--- src/verilog/psg_defs.svh ---
// Offsets, field positions, reset values and timing counts of the parameter-save register bank.
// Function
// - Eight 32-bit registers, 28-bit zero-padded parameters
// - Core refreshes saved parameters every sample outside memory frames
// - Selected trigger edge saves registers to memory
// - Self-boot reset restores parameters from memory
// - Host write mode: host writes, core stops
// - Parameter bits 27:0, bits 31:28 zero
// - Twelve pin levels in 11:0, rest zero
// - Four auxiliary data registers, one per channel
// - Eight-bit results, twelve when filtering selected
// - Core sees auxiliary data as 5.23 word
// - Four-bit pin fields, two 24-bit registers
// - Filter, converter, reference, output power-down bits
// - Unfilled bit positions have no function
// - Host may write auxiliary data when enabled
// - Code 255 maps to 1.0 in 5.23
`ifndef PSG_DEFS_SVH
`define PSG_DEFS_SVH

`define PSG_PARAM0_ADDR    12'h800
`define PSG_PARAM7_ADDR    12'h807
`define PSG_PIN_LEVEL_ADDR 12'h808
`define PSG_AUX0_ADDR      12'h809
`define PSG_AUX3_ADDR      12'h80c
`define PSG_PCFG_LO_ADDR   12'h820
`define PSG_PCFG_HI_ADDR   12'h821
`define PSG_AUX_PWR_ADDR   12'h822
`define PSG_RSVD_A_ADDR    12'h823
`define PSG_AUX_EN_ADDR    12'h824
`define PSG_RSVD_B_ADDR    12'h825
`define PSG_OSC_PD_ADDR    12'h826
`define PSG_OUT_SETUP_ADDR 12'h827

`define PSG_AUX_PWR_MASK   16'h03ef
`define PSG_FIL_POS        8
`define PSG_AUX_CONV_POWERDOWN_POS       7
`define PSG_REF_BUFFER_POWERDOWN_POS       6
`define PSG_REF_POWERDOWN_POS       5
`define PSG_AUX_EN_POS     15
`define PSG_OSC_PD_POS     2
`define PSG_RST_16         16'h0000
`define PSG_RST_24         24'h000000
`define PSG_RST_28         28'h0000000

`define PSG_PIN_HOST_CODE  4'h1
`define PSG_EE_CMD_READ    8'h03
`define PSG_EE_CMD_WRITE   8'h02
`define PSG_EE_BASE        16'h0000
`define PSG_EE_HDR_BITS    9'd24
`define PSG_EE_LAST_BIT    9'd279

`define PSG_CLK_NS         20
`define PSG_EE_HALF_NS     500
`define PSG_EE_HALF_CYC    ((`PSG_EE_HALF_NS + `PSG_CLK_NS - 1) / `PSG_CLK_NS)

`endif

--- src/verilog/psg_pkg.sv ---
// Types shared by the parameter-save register bank.
package psg_pkg;
    typedef enum logic [1:0] {
        PSG_EE_IDLE  = 2'b00,
        PSG_EE_READ  = 2'b01,
        PSG_EE_WRITE = 2'b10
    } psg_ee_state_t;
    typedef logic [27:0] psg_param_t;
    typedef logic [11:0] psg_aux_t;
endpackage

--- src/verilog/psg_regs.sv ---
// Parameter-save, pin, auxiliary converter and power control register bank.
`timescale 1ns/1ps
`include "psg_defs.svh"
module psg_regs (
    input  wire logic         mclk_in,
    input  wire logic         rst_n_in,
    input  wire logic [11:0]  cp_addr_in,
    input  wire logic [31:0]  cp_wdata_in,
    input  wire logic         cp_wr_in,
    input  wire logic         cp_rd_in,
    output logic      [31:0]  cp_rdata_out,
    output logic              cp_rvalid_out,
    input  wire logic         saved_param_host_write_in,
    input  wire logic         aux_data_host_write_in,
    input  wire logic         sample_tick_in,
    input  wire logic [223:0] param_core_in,
    input  wire logic         aux_valid_in,
    input  wire logic [1:0]   aux_chan_in,
    input  wire logic [7:0]   aux_code_in,
    input  wire logic [11:0]  aux_filt_in,
    output logic      [111:0] aux_param_out,
    input  wire logic         save_trig_in,
    input  wire logic         save_trig_rising_in,
    input  wire logic         self_boot_in,
    output logic              ee_sclk_out,
    output logic              ee_cs_n_out,
    output logic              ee_mosi_out,
    input  wire logic         ee_miso_in,
    output logic              ee_busy_out,
    output logic      [11:0]  pin_level_bits_out,
    output logic      [1:0]   aux_conv_filter_sel_out,
    output logic              aux_conv_powerdown_out,
    output logic              ref_buffer_powerdown_out,
    output logic              ref_powerdown_out,
    output logic      [3:0]   out_conv_powerdown_out,
    output logic              aux_conv_on_out,
    output logic              osc_off_out,
    output logic      [1:0]   out_conv_setup_out
);
    import psg_pkg::*;

    localparam logic [7:0] EE_HALF = 8'(`PSG_EE_HALF_CYC - 1);

    psg_param_t    param_r [8];
    psg_param_t    param_nxt [8];
    psg_aux_t      aux_r [4];
    psg_aux_t      aux_nxt [4];
    logic [11:0]   pin_level_r, pin_level_nxt, mp_r, mp_nxt;
    logic [23:0]   pcfg_lo_r, pcfg_lo_nxt, pcfg_hi_r, pcfg_hi_nxt;
    logic [15:0]   aux_pwr_r, aux_pwr_nxt;
    logic          aux_en_r, aux_en_nxt, osc_pd_r, osc_pd_nxt;
    logic [1:0]    out_setup_r, out_setup_nxt;
    logic [31:0]   rdata_r, rdata_nxt;
    logic          rvalid_r, rvalid_nxt;
    logic [255:0]  param_flat;

    psg_ee_state_t state_r, state_nxt;
    logic [8:0]    bit_cnt_r, bit_cnt_nxt;
    logic [7:0]    div_r, div_nxt;
    logic          sclk_r, sclk_nxt, cs_n_r, cs_n_nxt, mosi_r, mosi_nxt;
    logic          boot_pend_r, boot_pend_nxt, save_pend_r, save_pend_nxt;
    logic          busy_r, busy_nxt;
    logic [1:0]    settle_r, settle_nxt;
    logic          trig_q1_r, trig_s_r, trig_prev_r, boot_q1_r, boot_s_r;
    logic          miso_q1_r, miso_s_r;
    logic          trig_edge, div_tick, rx_take, boot_go;
    logic [8:0]    rx_j;

    function automatic logic psg_tx_bit(input logic [8:0] cnt, input logic wr,
                                        input logic [255:0] flat);
        logic [8:0]  j;
        logic [7:0]  cmd;
        logic [15:0] base;
        j    = cnt - `PSG_EE_HDR_BITS;
        cmd  = wr ? `PSG_EE_CMD_WRITE : `PSG_EE_CMD_READ;
        base = `PSG_EE_BASE;
        if (cnt < 9'd8)
            psg_tx_bit = cmd[3'd7 - cnt[2:0]];
        else if (cnt < `PSG_EE_HDR_BITS)
            psg_tx_bit = base[4'd15 - 4'(cnt - 9'd8)];
        else
            psg_tx_bit = wr & flat[8'hff - j[7:0]];
    endfunction

    // 1.11 core word
    // Full scale lands on exactly 1.0 (0x800), not 0xff0, so the core sees the top code as unity.
    function automatic psg_aux_t psg_aux_scale(input logic [1:0] fsel, input logic [7:0] c8,
                                               input logic [11:0] c12);
        logic [23:0] p;
        p = 24'h000000;
        if (fsel == 2'h0)
        begin
            p = ({16'h0000, c8} * 24'h000808) + 24'h000080;
            psg_aux_scale = p[19:8];
        end
        else
        begin
            p = {12'h000, c12} * 24'h000801;
            psg_aux_scale = p[23:12];
        end
    endfunction

    // synchronized trigger edge
    // Held off until the synchronizer has filled, so a pin resting high at reset is no edge.
    assign trig_edge = (settle_r == 2'h3)
                       && (save_trig_rising_in ? (trig_s_r & ~trig_prev_r)
                                               : (~trig_s_r & trig_prev_r));
    assign div_tick  = (div_r == 8'h00);
    assign rx_j      = bit_cnt_r - `PSG_EE_HDR_BITS;
    assign rx_take   = (state_r == PSG_EE_READ) && div_tick && !sclk_r
                       && (bit_cnt_r >= `PSG_EE_HDR_BITS);
    assign boot_go   = (state_r == PSG_EE_IDLE) && boot_pend_r && (settle_r == 2'h3);

    genvar gi;
    generate
        for (gi = 0; gi < 8; gi++)
        begin : g_flat
            assign param_flat[255 - 32*gi -: 32] = {4'h0, param_r[gi]};
        end
        for (gi = 0; gi < 4; gi++)
        begin : g_aux
            assign aux_param_out[28*gi +: 28] = {4'h0, aux_r[gi], 12'h000};
        end
    endgenerate

    always_ff @(posedge mclk_in or negedge rst_n_in)
    begin
        if (!rst_n_in)
        begin
            trig_q1_r   <= 1'b0;
            trig_s_r    <= 1'b0;
            trig_prev_r <= 1'b0;
            boot_q1_r   <= 1'b0;
            boot_s_r    <= 1'b0;
            miso_q1_r   <= 1'b0;
            miso_s_r    <= 1'b0;
        end
        else
        begin
            trig_q1_r   <= save_trig_in;
            trig_s_r    <= trig_q1_r;
            trig_prev_r <= trig_s_r;
            boot_q1_r   <= self_boot_in;
            boot_s_r    <= boot_q1_r;
            miso_q1_r   <= ee_miso_in;
            miso_s_r    <= miso_q1_r;
        end
    end

    // Memory engine: mode 0 serial frames, command, 16-bit address, then 256 data bits.
    always_comb
    begin
        state_nxt     = state_r;
        bit_cnt_nxt   = bit_cnt_r;
        div_nxt       = (div_r == 8'h00) ? EE_HALF : div_r - 8'h01;
        sclk_nxt      = sclk_r;
        cs_n_nxt      = cs_n_r;
        mosi_nxt      = mosi_r;
        boot_pend_nxt = boot_pend_r;
        save_pend_nxt = save_pend_r | trig_edge;
        settle_nxt    = (settle_r == 2'h3) ? settle_r : settle_r + 2'h1;
        case (state_r)
            PSG_EE_IDLE:
            begin
                div_nxt = EE_HALF;
                if (boot_go)
                begin
                    boot_pend_nxt = 1'b0;
                    if (boot_s_r)
                    begin
                        state_nxt   = PSG_EE_READ;
                        cs_n_nxt    = 1'b0;
                        bit_cnt_nxt = 9'd0;
                        mosi_nxt    = psg_tx_bit(9'd0, 1'b0, param_flat);
                    end
                end
                else if (!boot_pend_r && (save_pend_r || trig_edge))
                begin
                    // save on edge
                    // An edge landing as a pending save starts stays pending for one more frame.
                    save_pend_nxt = save_pend_r & trig_edge;
                    state_nxt     = PSG_EE_WRITE;
                    cs_n_nxt      = 1'b0;
                    bit_cnt_nxt   = 9'd0;
                    mosi_nxt      = psg_tx_bit(9'd0, 1'b1, param_flat);
                end
            end
            PSG_EE_READ, PSG_EE_WRITE:
            begin
                if (div_tick)
                begin
                    sclk_nxt = ~sclk_r;
                    if (sclk_r)
                    begin
                        if (bit_cnt_r == `PSG_EE_LAST_BIT)
                        begin
                            state_nxt = PSG_EE_IDLE;
                            cs_n_nxt  = 1'b1;
                            mosi_nxt  = 1'b0;
                        end
                        else
                        begin
                            bit_cnt_nxt = bit_cnt_r + 9'd1;
                            mosi_nxt    = psg_tx_bit(bit_cnt_r + 9'd1,
                                                     state_r == PSG_EE_WRITE, param_flat);
                        end
                    end
                end
            end
            default:
            begin
                state_nxt = PSG_EE_IDLE;
                cs_n_nxt  = 1'b1;
                sclk_nxt  = 1'b0;
            end
        endcase
        busy_nxt      = (state_nxt != PSG_EE_IDLE);
    end

    always_ff @(posedge mclk_in or negedge rst_n_in)
    begin
        if (!rst_n_in)
        begin
            state_r     <= PSG_EE_IDLE;
            busy_r      <= 1'b0;
            bit_cnt_r   <= 9'd0;
            div_r       <= 8'h00;
            sclk_r      <= 1'b0;
            cs_n_r      <= 1'b1;
            mosi_r      <= 1'b0;
            boot_pend_r <= 1'b1;
            save_pend_r <= 1'b0;
            settle_r    <= 2'h0;
        end
        else
        begin
            state_r     <= state_nxt;
            busy_r      <= busy_nxt;
            bit_cnt_r   <= bit_cnt_nxt;
            div_r       <= div_nxt;
            sclk_r      <= sclk_nxt;
            cs_n_r      <= cs_n_nxt;
            mosi_r      <= mosi_nxt;
            boot_pend_r <= boot_pend_nxt;
            save_pend_r <= save_pend_nxt;
            settle_r    <= settle_nxt;
        end
    end

    // Register file. Core refresh pauses while a frame runs so a save never mixes two samples.
    always_comb
    begin
        logic [11:0] aoff;
        logic [47:0] cfg_all;
        aoff          = cp_addr_in - `PSG_AUX0_ADDR;
        cfg_all       = {pcfg_hi_r, pcfg_lo_r};
        param_nxt     = param_r;
        aux_nxt       = aux_r;
        pin_level_nxt = pin_level_r;
        pcfg_lo_nxt   = pcfg_lo_r;
        pcfg_hi_nxt   = pcfg_hi_r;
        aux_pwr_nxt   = aux_pwr_r;
        aux_en_nxt    = aux_en_r;
        osc_pd_nxt    = osc_pd_r;
        out_setup_nxt = out_setup_r;
        rvalid_nxt    = cp_rd_in;
        rdata_nxt     = 32'h00000000;
        if (sample_tick_in && !saved_param_host_write_in && state_r == PSG_EE_IDLE)
            for (int i = 0; i < 8; i++)
                param_nxt[i] = param_core_in[28*i +: 28];
        if (rx_take && rx_j[4:0] > 5'd3)
            param_nxt[rx_j[7:5]][5'd31 - rx_j[4:0]] = miso_s_r;
        if (aux_valid_in && aux_en_r && !aux_pwr_r[`PSG_AUX_CONV_POWERDOWN_POS] && !aux_data_host_write_in)
            aux_nxt[aux_chan_in] = psg_aux_scale(aux_pwr_r[`PSG_FIL_POS +: 2],
                                                 aux_code_in, aux_filt_in);
        if (cp_wr_in)
        begin
            if (saved_param_host_write_in && cp_addr_in >= `PSG_PARAM0_ADDR
                && cp_addr_in <= `PSG_PARAM7_ADDR)
                param_nxt[cp_addr_in[2:0]] = cp_wdata_in[27:0];
            if (aux_data_host_write_in && cp_addr_in >= `PSG_AUX0_ADDR
                && cp_addr_in <= `PSG_AUX3_ADDR)
                aux_nxt[aoff[1:0]] = cp_wdata_in[11:0];
            case (cp_addr_in)
                `PSG_PIN_LEVEL_ADDR: pin_level_nxt = cp_wdata_in[11:0];
                `PSG_PCFG_LO_ADDR:   pcfg_lo_nxt   = cp_wdata_in[23:0];
                `PSG_PCFG_HI_ADDR:   pcfg_hi_nxt   = cp_wdata_in[23:0];
                `PSG_AUX_PWR_ADDR:   aux_pwr_nxt   = cp_wdata_in[15:0] & `PSG_AUX_PWR_MASK;
                `PSG_AUX_EN_ADDR:    aux_en_nxt    = cp_wdata_in[`PSG_AUX_EN_POS];
                `PSG_OSC_PD_ADDR:    osc_pd_nxt    = cp_wdata_in[`PSG_OSC_PD_POS];
                `PSG_OUT_SETUP_ADDR: out_setup_nxt = cp_wdata_in[1:0];
                default:             rdata_nxt     = 32'h00000000;
            endcase
        end
        if (cp_rd_in)
        begin
            if (cp_addr_in >= `PSG_PARAM0_ADDR && cp_addr_in <= `PSG_PARAM7_ADDR)
                rdata_nxt = {4'h0, param_r[cp_addr_in[2:0]]};
            else if (cp_addr_in >= `PSG_AUX0_ADDR && cp_addr_in <= `PSG_AUX3_ADDR)
                rdata_nxt = {20'h00000, aux_r[aoff[1:0]]};
            else
                case (cp_addr_in)
                    `PSG_PIN_LEVEL_ADDR: rdata_nxt = {20'h00000, pin_level_r};
                    `PSG_PCFG_LO_ADDR:   rdata_nxt = {8'h00, pcfg_lo_r};
                    `PSG_PCFG_HI_ADDR:   rdata_nxt = {8'h00, pcfg_hi_r};
                    `PSG_AUX_PWR_ADDR:   rdata_nxt = {16'h0000, aux_pwr_r};
                    `PSG_AUX_EN_ADDR:    rdata_nxt = {16'h0000, aux_en_r, 15'h0000};
                    `PSG_OSC_PD_ADDR:    rdata_nxt = {29'h00000000, osc_pd_r, 2'h0};
                    `PSG_OUT_SETUP_ADDR: rdata_nxt = {30'h00000000, out_setup_r};
                    default:             rdata_nxt = 32'h00000000;
                endcase
        end
        for (int i = 0; i < 12; i++)
            mp_nxt[i] = (cfg_all[4*i +: 4] == `PSG_PIN_HOST_CODE) & pin_level_r[i];
    end

    always_ff @(posedge mclk_in or negedge rst_n_in)
    begin
        if (!rst_n_in)
        begin
            for (int i = 0; i < 8; i++)
                param_r[i] <= `PSG_RST_28;
            for (int i = 0; i < 4; i++)
                aux_r[i] <= 12'h000;
            pin_level_r <= 12'h000;
            mp_r        <= 12'h000;
            pcfg_lo_r   <= `PSG_RST_24;
            pcfg_hi_r   <= `PSG_RST_24;
            aux_pwr_r   <= `PSG_RST_16;
            aux_en_r    <= 1'b0;
            osc_pd_r    <= 1'b0;
            out_setup_r <= 2'h0;
            rdata_r     <= 32'h00000000;
            rvalid_r    <= 1'b0;
        end
        else
        begin
            param_r     <= param_nxt;
            aux_r       <= aux_nxt;
            pin_level_r <= pin_level_nxt;
            mp_r        <= mp_nxt;
            pcfg_lo_r   <= pcfg_lo_nxt;
            pcfg_hi_r   <= pcfg_hi_nxt;
            aux_pwr_r   <= aux_pwr_nxt;
            aux_en_r    <= aux_en_nxt;
            osc_pd_r    <= osc_pd_nxt;
            out_setup_r <= out_setup_nxt;
            rdata_r     <= rdata_nxt;
            rvalid_r    <= rvalid_nxt;
        end
    end

    assign cp_rdata_out             = rdata_r;
    assign cp_rvalid_out            = rvalid_r;
    assign ee_sclk_out              = sclk_r;
    assign ee_cs_n_out              = cs_n_r;
    assign ee_mosi_out              = mosi_r;
    assign ee_busy_out              = busy_r;
    assign pin_level_bits_out       = mp_r;
    assign aux_conv_filter_sel_out  = aux_pwr_r[`PSG_FIL_POS +: 2];
    assign aux_conv_powerdown_out   = aux_pwr_r[`PSG_AUX_CONV_POWERDOWN_POS];
    assign ref_buffer_powerdown_out = aux_pwr_r[`PSG_REF_BUFFER_POWERDOWN_POS];
    assign ref_powerdown_out        = aux_pwr_r[`PSG_REF_POWERDOWN_POS];
    assign out_conv_powerdown_out   = {aux_pwr_r[0], aux_pwr_r[1], aux_pwr_r[2], aux_pwr_r[3]};
    assign aux_conv_on_out          = aux_en_r;
    assign osc_off_out              = osc_pd_r;
    assign out_conv_setup_out       = out_setup_r;
endmodule
--- config.mk ---
export PLATFORM = sky130hd
export DESIGN_NAME = psg_regs
export DESIGN_NICKNAME = d
export VERILOG_FILES = /design/src/verilog/psg_pkg.sv /design/src/verilog/psg_regs.sv
export VERILOG_INCLUDE_DIRS = /design/src /design/src/verilog
export SDC_FILE = /design/constraint.sdc
export NUM_CORES = 1
export LEC_CHECK = 0
export ABC_CLOCK_PERIOD_IN_PS = 3200
export BUFFER_PORTS_ARGS = -buffer_cell sky130_fd_sc_hd__buf_2
export CAP_MARGIN = 25
export CORE_AREA = 2 2 240 242
export CTS_BUF_LIST = sky130_fd_sc_hd__clkbuf_8
export CTS_CLUSTER_SIZE = 16
export DETAILED_ROUTE_END_ITERATION = 10
export DIE_AREA = 0 0 242 244
export HOLD_SLACK_MARGIN = 0.15
export MAX_ROUTING_LAYER = met4
export PLACE_DENSITY_LB_ADDON = 0.3
export SETUP_SLACK_MARGIN = 0.15
export SYNTH_ARGS = -nofsm -noshare
export SYNTH_HDL_FRONTEND = slang
export SYNTH_SLANG_ARGS = --single-unit
--- constraint.sdc ---
create_clock -name mclk_in -period 3.2 [get_ports mclk_in]
set_clock_uncertainty 0.05 [all_clocks]
set_input_delay 0.16 -clock mclk_in [delete_from_list [all_inputs] [get_ports mclk_in]]
set_output_delay 0.16 -clock mclk_in [all_outputs]
set_load 0.005 [all_outputs]
### Yosys cells after proc, flatten, opt, wreduce, memory -nomap -nowiden

Memories as Yosys holds them, arrays and structs flattened.
Cells that the tools add are included.

| cells by class | value |
|---|---|
| bitwise operators | 25 |
| multiplexer cells | 74 |
| order comparisons | 21 |
| equal/unequal tests | 29 |
| $add $sub $neg | 12 |
| multipliers | 2 |
| reduce and logical (&&, ||, !) cells | 48 |

Operators by type and width:

| kind | count |
|---|---|
| 224-bit 2-to-1 mux | 4 |
| 224-bit bitwise mux | 2 |
| 28-bit demux with 3-bit select | 2 |
| 28-bit 2-to-1 mux | 6 |
| 24-bit case mux with 7 select lines | 1 |
| 48-bit 2-to-1 mux | 3 |
| 48-bit bitwise mux | 2 |
| 28-bit binary-select mux with 3-bit select | 1 |
| 12-bit equality test (second input constant) | 7 |
| 12-bit 2-to-1 mux | 6 |
| 9-bit 2-to-1 mux | 6 |
| 12-bit demux with 2-bit select | 2 |
| 4-bit by 1-bit equality test with 1-bit output (second input constant) | 12 |
| 12-bit binary-select mux with 2-bit select | 1 |
| 12-bit greater-or-equal comparator (second input constant) | 2 |
| 12-bit less-or-equal comparator (second input constant) | 2 |
| 1-bit logical AND | 24 |
| 12-bit by 12-bit multiplier with 24-bit output (second input constant) | 1 |
| 24-bit 2-to-1 mux | 1 |
| 1-bit 2-to-1 mux | 21 |
| 20-bit by 8-bit adder with 20-bit output (second input constant) | 1 |
| 9-bit case mux with 2 select lines | 1 |
| 2-bit AND reduction | 9 |
| 8-bit by 9-bit multiplier with 17-bit output (second input constant) | 1 |
| other kinds (48) | 93 |

| storage, ports and cells | value |
|---|---|
| memories | 1 |
| word-level logic and storage cells | 251 |
| register bits | 424 |
| output and inout bits | 174 |
| bits in read-only memories | 16 |
| bits of input ports | 302 |

Memories:

| memory | depth | width | read ports | clocked after Yosys merged registers in | write ports | RTL line | text |
|---|---|---|---|---|---|---|---|
| (no name shown) | 16 | 1 | 1 | 0 | 0 | psg_regs.sv:80 | `psg_tx_bit = base[4'd15 - 4'(cnt - 9'd8)];` |

### Longest topological paths before layout

| depth | value |
|---|---|
| depth in word-level cells | 13 |
| gate-level depth with buffers | 15 |
| mapped depth without buffers | 13 |

### Worst setup path before layout

Ideal clock, no wire load.

| timing path | value |
|---|---|
| kind | register -> register |
| from | register bit_cnt_r[0] |
| to | register mosi_r, in the netlist ee_mosi_out |
| arrival | 3061 ps |
| setup slack | -39 ps |
| required time | 3023 ps |
| cell stages (with the launch flop) | 15 |
| cell sequence | dfrtp_1 inv_1 clkbuf_1 ha_1 buf_2 buf_2 buf_2 buf_2 mux4_2 nand2_1 nor2_1 a2111oi_0 o211ai_1 o311ai_1 o21ai_1 |

| on the way | value |
|---|---|
| longest elaborated chain between the ends | 12 |
| elaborated cells between the ends (all ways) | 22 |

RTL lines:

| element | RTL line | text |
|---|---|---|
| start: declaration | psg_regs.sv:58 | `logic [8:0] bit_cnt_r, bit_cnt_nxt;` |
| start signal: assignment | psg_regs.sv:239 | `bit_cnt_r <= bit_cnt_nxt;` |
| 9-bit by 1-bit adder with 9-bit output | psg_regs.sv:204 | `mosi_nxt = psg_tx_bit(bit_cnt_r + 9'd1,` |
| 8-bit by 5-bit subtractor with 8-bit output (no line) | -- |  |
| 8-bit subtractor | psg_regs.sv:82 | `psg_tx_bit = wr & flat[8'hff - j[7:0]];` |
| 1-bit binary-select mux with 8-bit select | psg_regs.sv:82 |  |
| 1-bit 2-to-1 mux (implied by the code) | psg_regs.sv:82 |  |
| 1-bit AND | psg_regs.sv:82 |  |
| 1-bit 2-to-1 mux | psg_regs.sv:79 | `` else if (cnt < `PSG_EE_HDR_BITS) `` |
| 1-bit 2-to-1 mux | psg_regs.sv:77 | `if (cnt < 9'd8)` |
| 1-bit 2-to-1 mux * | psg_regs.sv:195 | `` if (bit_cnt_r == `PSG_EE_LAST_BIT) `` |
| 1-bit 2-to-1 mux * | psg_regs.sv:193 | `if (sclk_r)` |
| 1-bit 2-to-1 mux * | psg_regs.sv:190 | `if (div_tick)` |
| 1-bit case mux with 2 select lines * | psg_regs.sv:162 | `case (state_r)` |
| end signal: assignment | psg_regs.sv:243 | `mosi_r <= mosi_nxt;` |
| end: declaration | psg_regs.sv:60 | `logic sclk_r, sclk_nxt, cs_n_r, cs_n_nxt, mosi_r, mosi_nxt;` |

Mark *: on every way between the ends. The rest lies on a longest branch, timed or not. The select of a mux whose other input is x is not followed.
A chain may end at the register's enable or synchronous reset.

==> impl_metrics.toml <==
[run_status]
run_status = "complete, no violations"

[detailed_routing]
drcViolationCount = 0
routed_via_count_divided_by_cell_count = 6.26
detailed_routing_iterations_pass_1 = 6
drt_first_iter_violations = 3650
post_drt_wl_per_cell_um = 25.8
routed_wl_um = 112000
num_vias = 27200
final_antenna_net_count = 0

[logic_synthesis]
post_synth_instance_area_um2 = 28000
post-synth-top-area-fraction_pct = 37.4
yosys-top-cells-count = "o21ai_0, dfrtp_1, nand2_1"
synth_seq_cells = 420
yosys.area_share.simple_pct = 10.7
synthDominantAreaCellType = "dfrtp_1"
post_synth.cell_area_avg_um2 = 9.59
netlist-cell-type-count = 81
synth_xor_xnor_area_share_pct = 1.00
yosys-top-cells-area = "dfrtp_1, mux2i_1, mux4_2"
synth-async-reset-ratio_pct = 100
synth_top_flop_cell = "dfrtp_1"
yosys_warnings = 0
synthMostInstantiatedCell = "o21ai_0"
share_of_synthesized_cell_area_in_full_adder_half_adder_and_majority_cells_pct = 1.34
synth_top_family_by_area = "multiplexers"
synth.area.mux_share_pct = 23.2
synth_compound_area_share_pct = 19.1
synth_edf_count = 0
ys_seq_area_share_pct = 37.6
post_synth_inst_count = 2917

[cts]
clock-root-buffer = "clkbuf_8"
worst_path_clk_slew_ns = 0.07
cts_made_buffers = 76
clkLatencyLatePin_ns = 0.69
htree_num_levels = 3
clockBufferDepth = 3
cts_tree = "yes"
cts_num_sinks = 420

[grt]
grt_usage_pct = 38.3
global_route.usage.met2_pct = 61.4
via_count_of_the_first_global_routing_pass = 26500
grt_max_degree = 97
grt_overflow = 0
grt_antenna_before_repair = 2
met1_track_demand_over_resource_in_global_routing_pct = 48.1
gr-usage-met3_pct = 6.71
first_pass_grt_wire_length_um = 168000
global_route.peak_usage_layer = "met2"

[pwr]
power.ir.vdd_worst_v = 0.000253
power_density_nw_per_um2 = 334
p_leak_nw = 17.1

[critical_path]
crit_path_start_kind = "flop"
worst_r2r_endpoint = "param_flat[181]$_DFF_PN0_"
timing.critical_path.from = "div_r[4]$_DFF_PN0_"
worstSetupEndpoint = "param_flat[181]$_DFF_PN0_"
cp_max_fo = 16
crit_required_ns = 3.76
timing.rr.start = "div_r[4]$_DFF_PN0_"
crit_path_max_incr_delay_ns = 0.57
crit_path_cell_trace = "or4_4, nor4b_4, o211ai_4, nor2_4, nand2_1, buf_4, o21ai_0, o31ai_1, o21ai_0"
end_kind = "flop"
timing.critical_path.arrival_ns = 3.54
critPathSlowestCell = "or4_4"
crit_type = "flop to flop"
setup.reg_to_reg.worst_slack_ns = 0.23
reg2regPathDepth = 9
crit_top_cell = "o21ai_0"

[layout]
fillerInstances = 4671
final-instance-count-excl-fill = 4346
finalNetCount = 3860
layout-drive-gt1-share_pct = 25.6
syn_to_final_growth_pct = 26.5

[timing]
layout_setup_ws_ns = 0.226
relSlewSlack_pct = 37.4
rsz0062_at_grt = "true"
final.period_utilization_pct = 92.9
fmax_ghz = 0.336
hold_viol_final = 0
worstMarginPinSlew_ns = 0.937
final_max_slew_viol_count = 0
finalWorstPathRequiredPeriod_ns = 2.97
final-setup-viol-count = 0
fin_setup_tns_ns = 0
finalHoldWorstSlack_ns = 0.200

[placed_design]
io_buffer_count = 403
detailed_place_hpwl_um = 78000
numPlacedInstances = 3912
dp_worst_setup_slack_ns = 0.0691
gpl.final_weighted_congestion = 1.05

[floorplanning]
die-width_um = 242
placeableCoreArea_um2 = 56200
design.die.area_um2 = 59000
chipHeight_um = 244
num_io_pins = 476
placement_rows = 87
start_util_pct = 49.8

[worst_hold_path]
hold_path_class = "primary input to flop"

[flow_run]
drv.max_cap_violation_count = 0
## cell type report
class	instances	area (µm²)	share of cell area [%]
Antenna cell	9	22.5	0.0637
Tap cell	756	946	2.67
Inverter	27	101	0.286
Multi-Input combinational cell	2170	15900	45.1
Sequential cell	420	10500	29.7
Clock buffer	98	1350	3.81
Clock inverter	33	193	0.545
Timing Repair Buffer	833	6310	17.8
## report_power, final
part           internal, mW  switching, mW
Clock                  2.83           2.49
Sequential             5.33         0.0322
Combinational         0.495          0.623
## worst min-delay path by stage
| stage | start | end | slack (ns) | cells after the start |
|---|---|---|---|---|
| 2_1_floorplan | rst_n_in | aux_conv_on_out$_DFFE_PN0P_ | -0.19 | 0 |
| 3_3_place_gp | rst_n_in | param_flat[160]$_DFF_PN0_ | 0.21 | 1 |
| 3_5_place_dp | rst_n_in | aux_param_out[47]$_DFF_PN0_ | 0.22 | 1 |
| 4_1_cts | aux_code_in[1] | aux_param_out[100]$_DFF_PN0_ | 0.16 | 5 |
| 5_1_grt | saved_param_host_write_in | param_flat[20]$_DFF_PN0_ | 0.25 | 6 |
| 6_report | saved_param_host_write_in | param_flat[10]$_DFF_PN0_ | 0.20 | 6 |
## state kept, by name (all words and copies together), names as in the netlist, 2 cells and up
register	flops
aux_param_out	48
aux_pwr_r	9
bit_cnt_r	9
cp_rdata_out	28
div_r	8
out_conv_setup_out	2
param_flat	224
pcfg_hi_r	24
pcfg_lo_r	24
pin_level_bits_out	12
pin_level_r	12
settle_r	2
state_r	2
## what timing repair did
action                                  CTS  global route
endpoints found under the hold margin   760             0
pin swaps                                 1             2
endpoints found under the setup margin    1            37
hold buffers                            289             0
resized for setup                         1            13
buffers inserted                          3             2
## layout by cell type (no fill, tap or decap), types with 9 or more instances in the layout
master and n:
inv_1 48, xnor2_1 17, xor2_1 13, dfrtp_1 416
o21a_1 9, clkbuf_8 98, nor4_1 15, a222oi_1 21
o31ai_1 227, diode_2 9, o21ai_1 65, o21ai_0 442
nand2_1 377, a21oi_1 79, nor2_1 92, mux2i_1 286
nor3_1 16, nand3_1 43, and2_1 12, buf_2 401
conb_1 68, dlygate4sd3_1 289, buf_12 26, ha_1 28
buf_4 116, nor2b_1 15, mux4_2 121, and3_1 14
mux2_2 81
## worst max-delay path: cells and delay by family (launching register included)
kind	cells	cell delay, ns
AO/OA/AOI/OAI	4	0.87
AND/OR/NAND/NOR	4	1.37
buffers and inverters	1	0.22
flip-flops	1	0.41
## routing by layer
layer  wire (µm)  part of all wire [%]
met1       42100                    38
met2       53000                    47
met3       11700                    10
met4        5140                   4.6
met5           0                     0
## stage by stage
stage | instance area (µm²) | util, % | power, mW
after global routing | 35400 | 63.0 | 12.1
after floorplan | 28200 | - | 5.79
after global placement | 30800 | 54.9 | 6.26
after CTS | 35300 | 62.8 | 11.8
final | 35400 | 63.0 | 11.8
after detailed placement | 30800 | 54.9 | 6.27
## kinds of logic (layout without fill, tap and decap cells)
logic type      count (synthesis)  after routing
other cells                     1             77
xor+xnor                       32             32
simple gates                  656            656
buf+inv                       394            991
flops                         420            420
fa+ha+maj                      30             30
mux                           488            488
compound gates                896            896
Note: power is estimated with default switching activity, not from simulation.
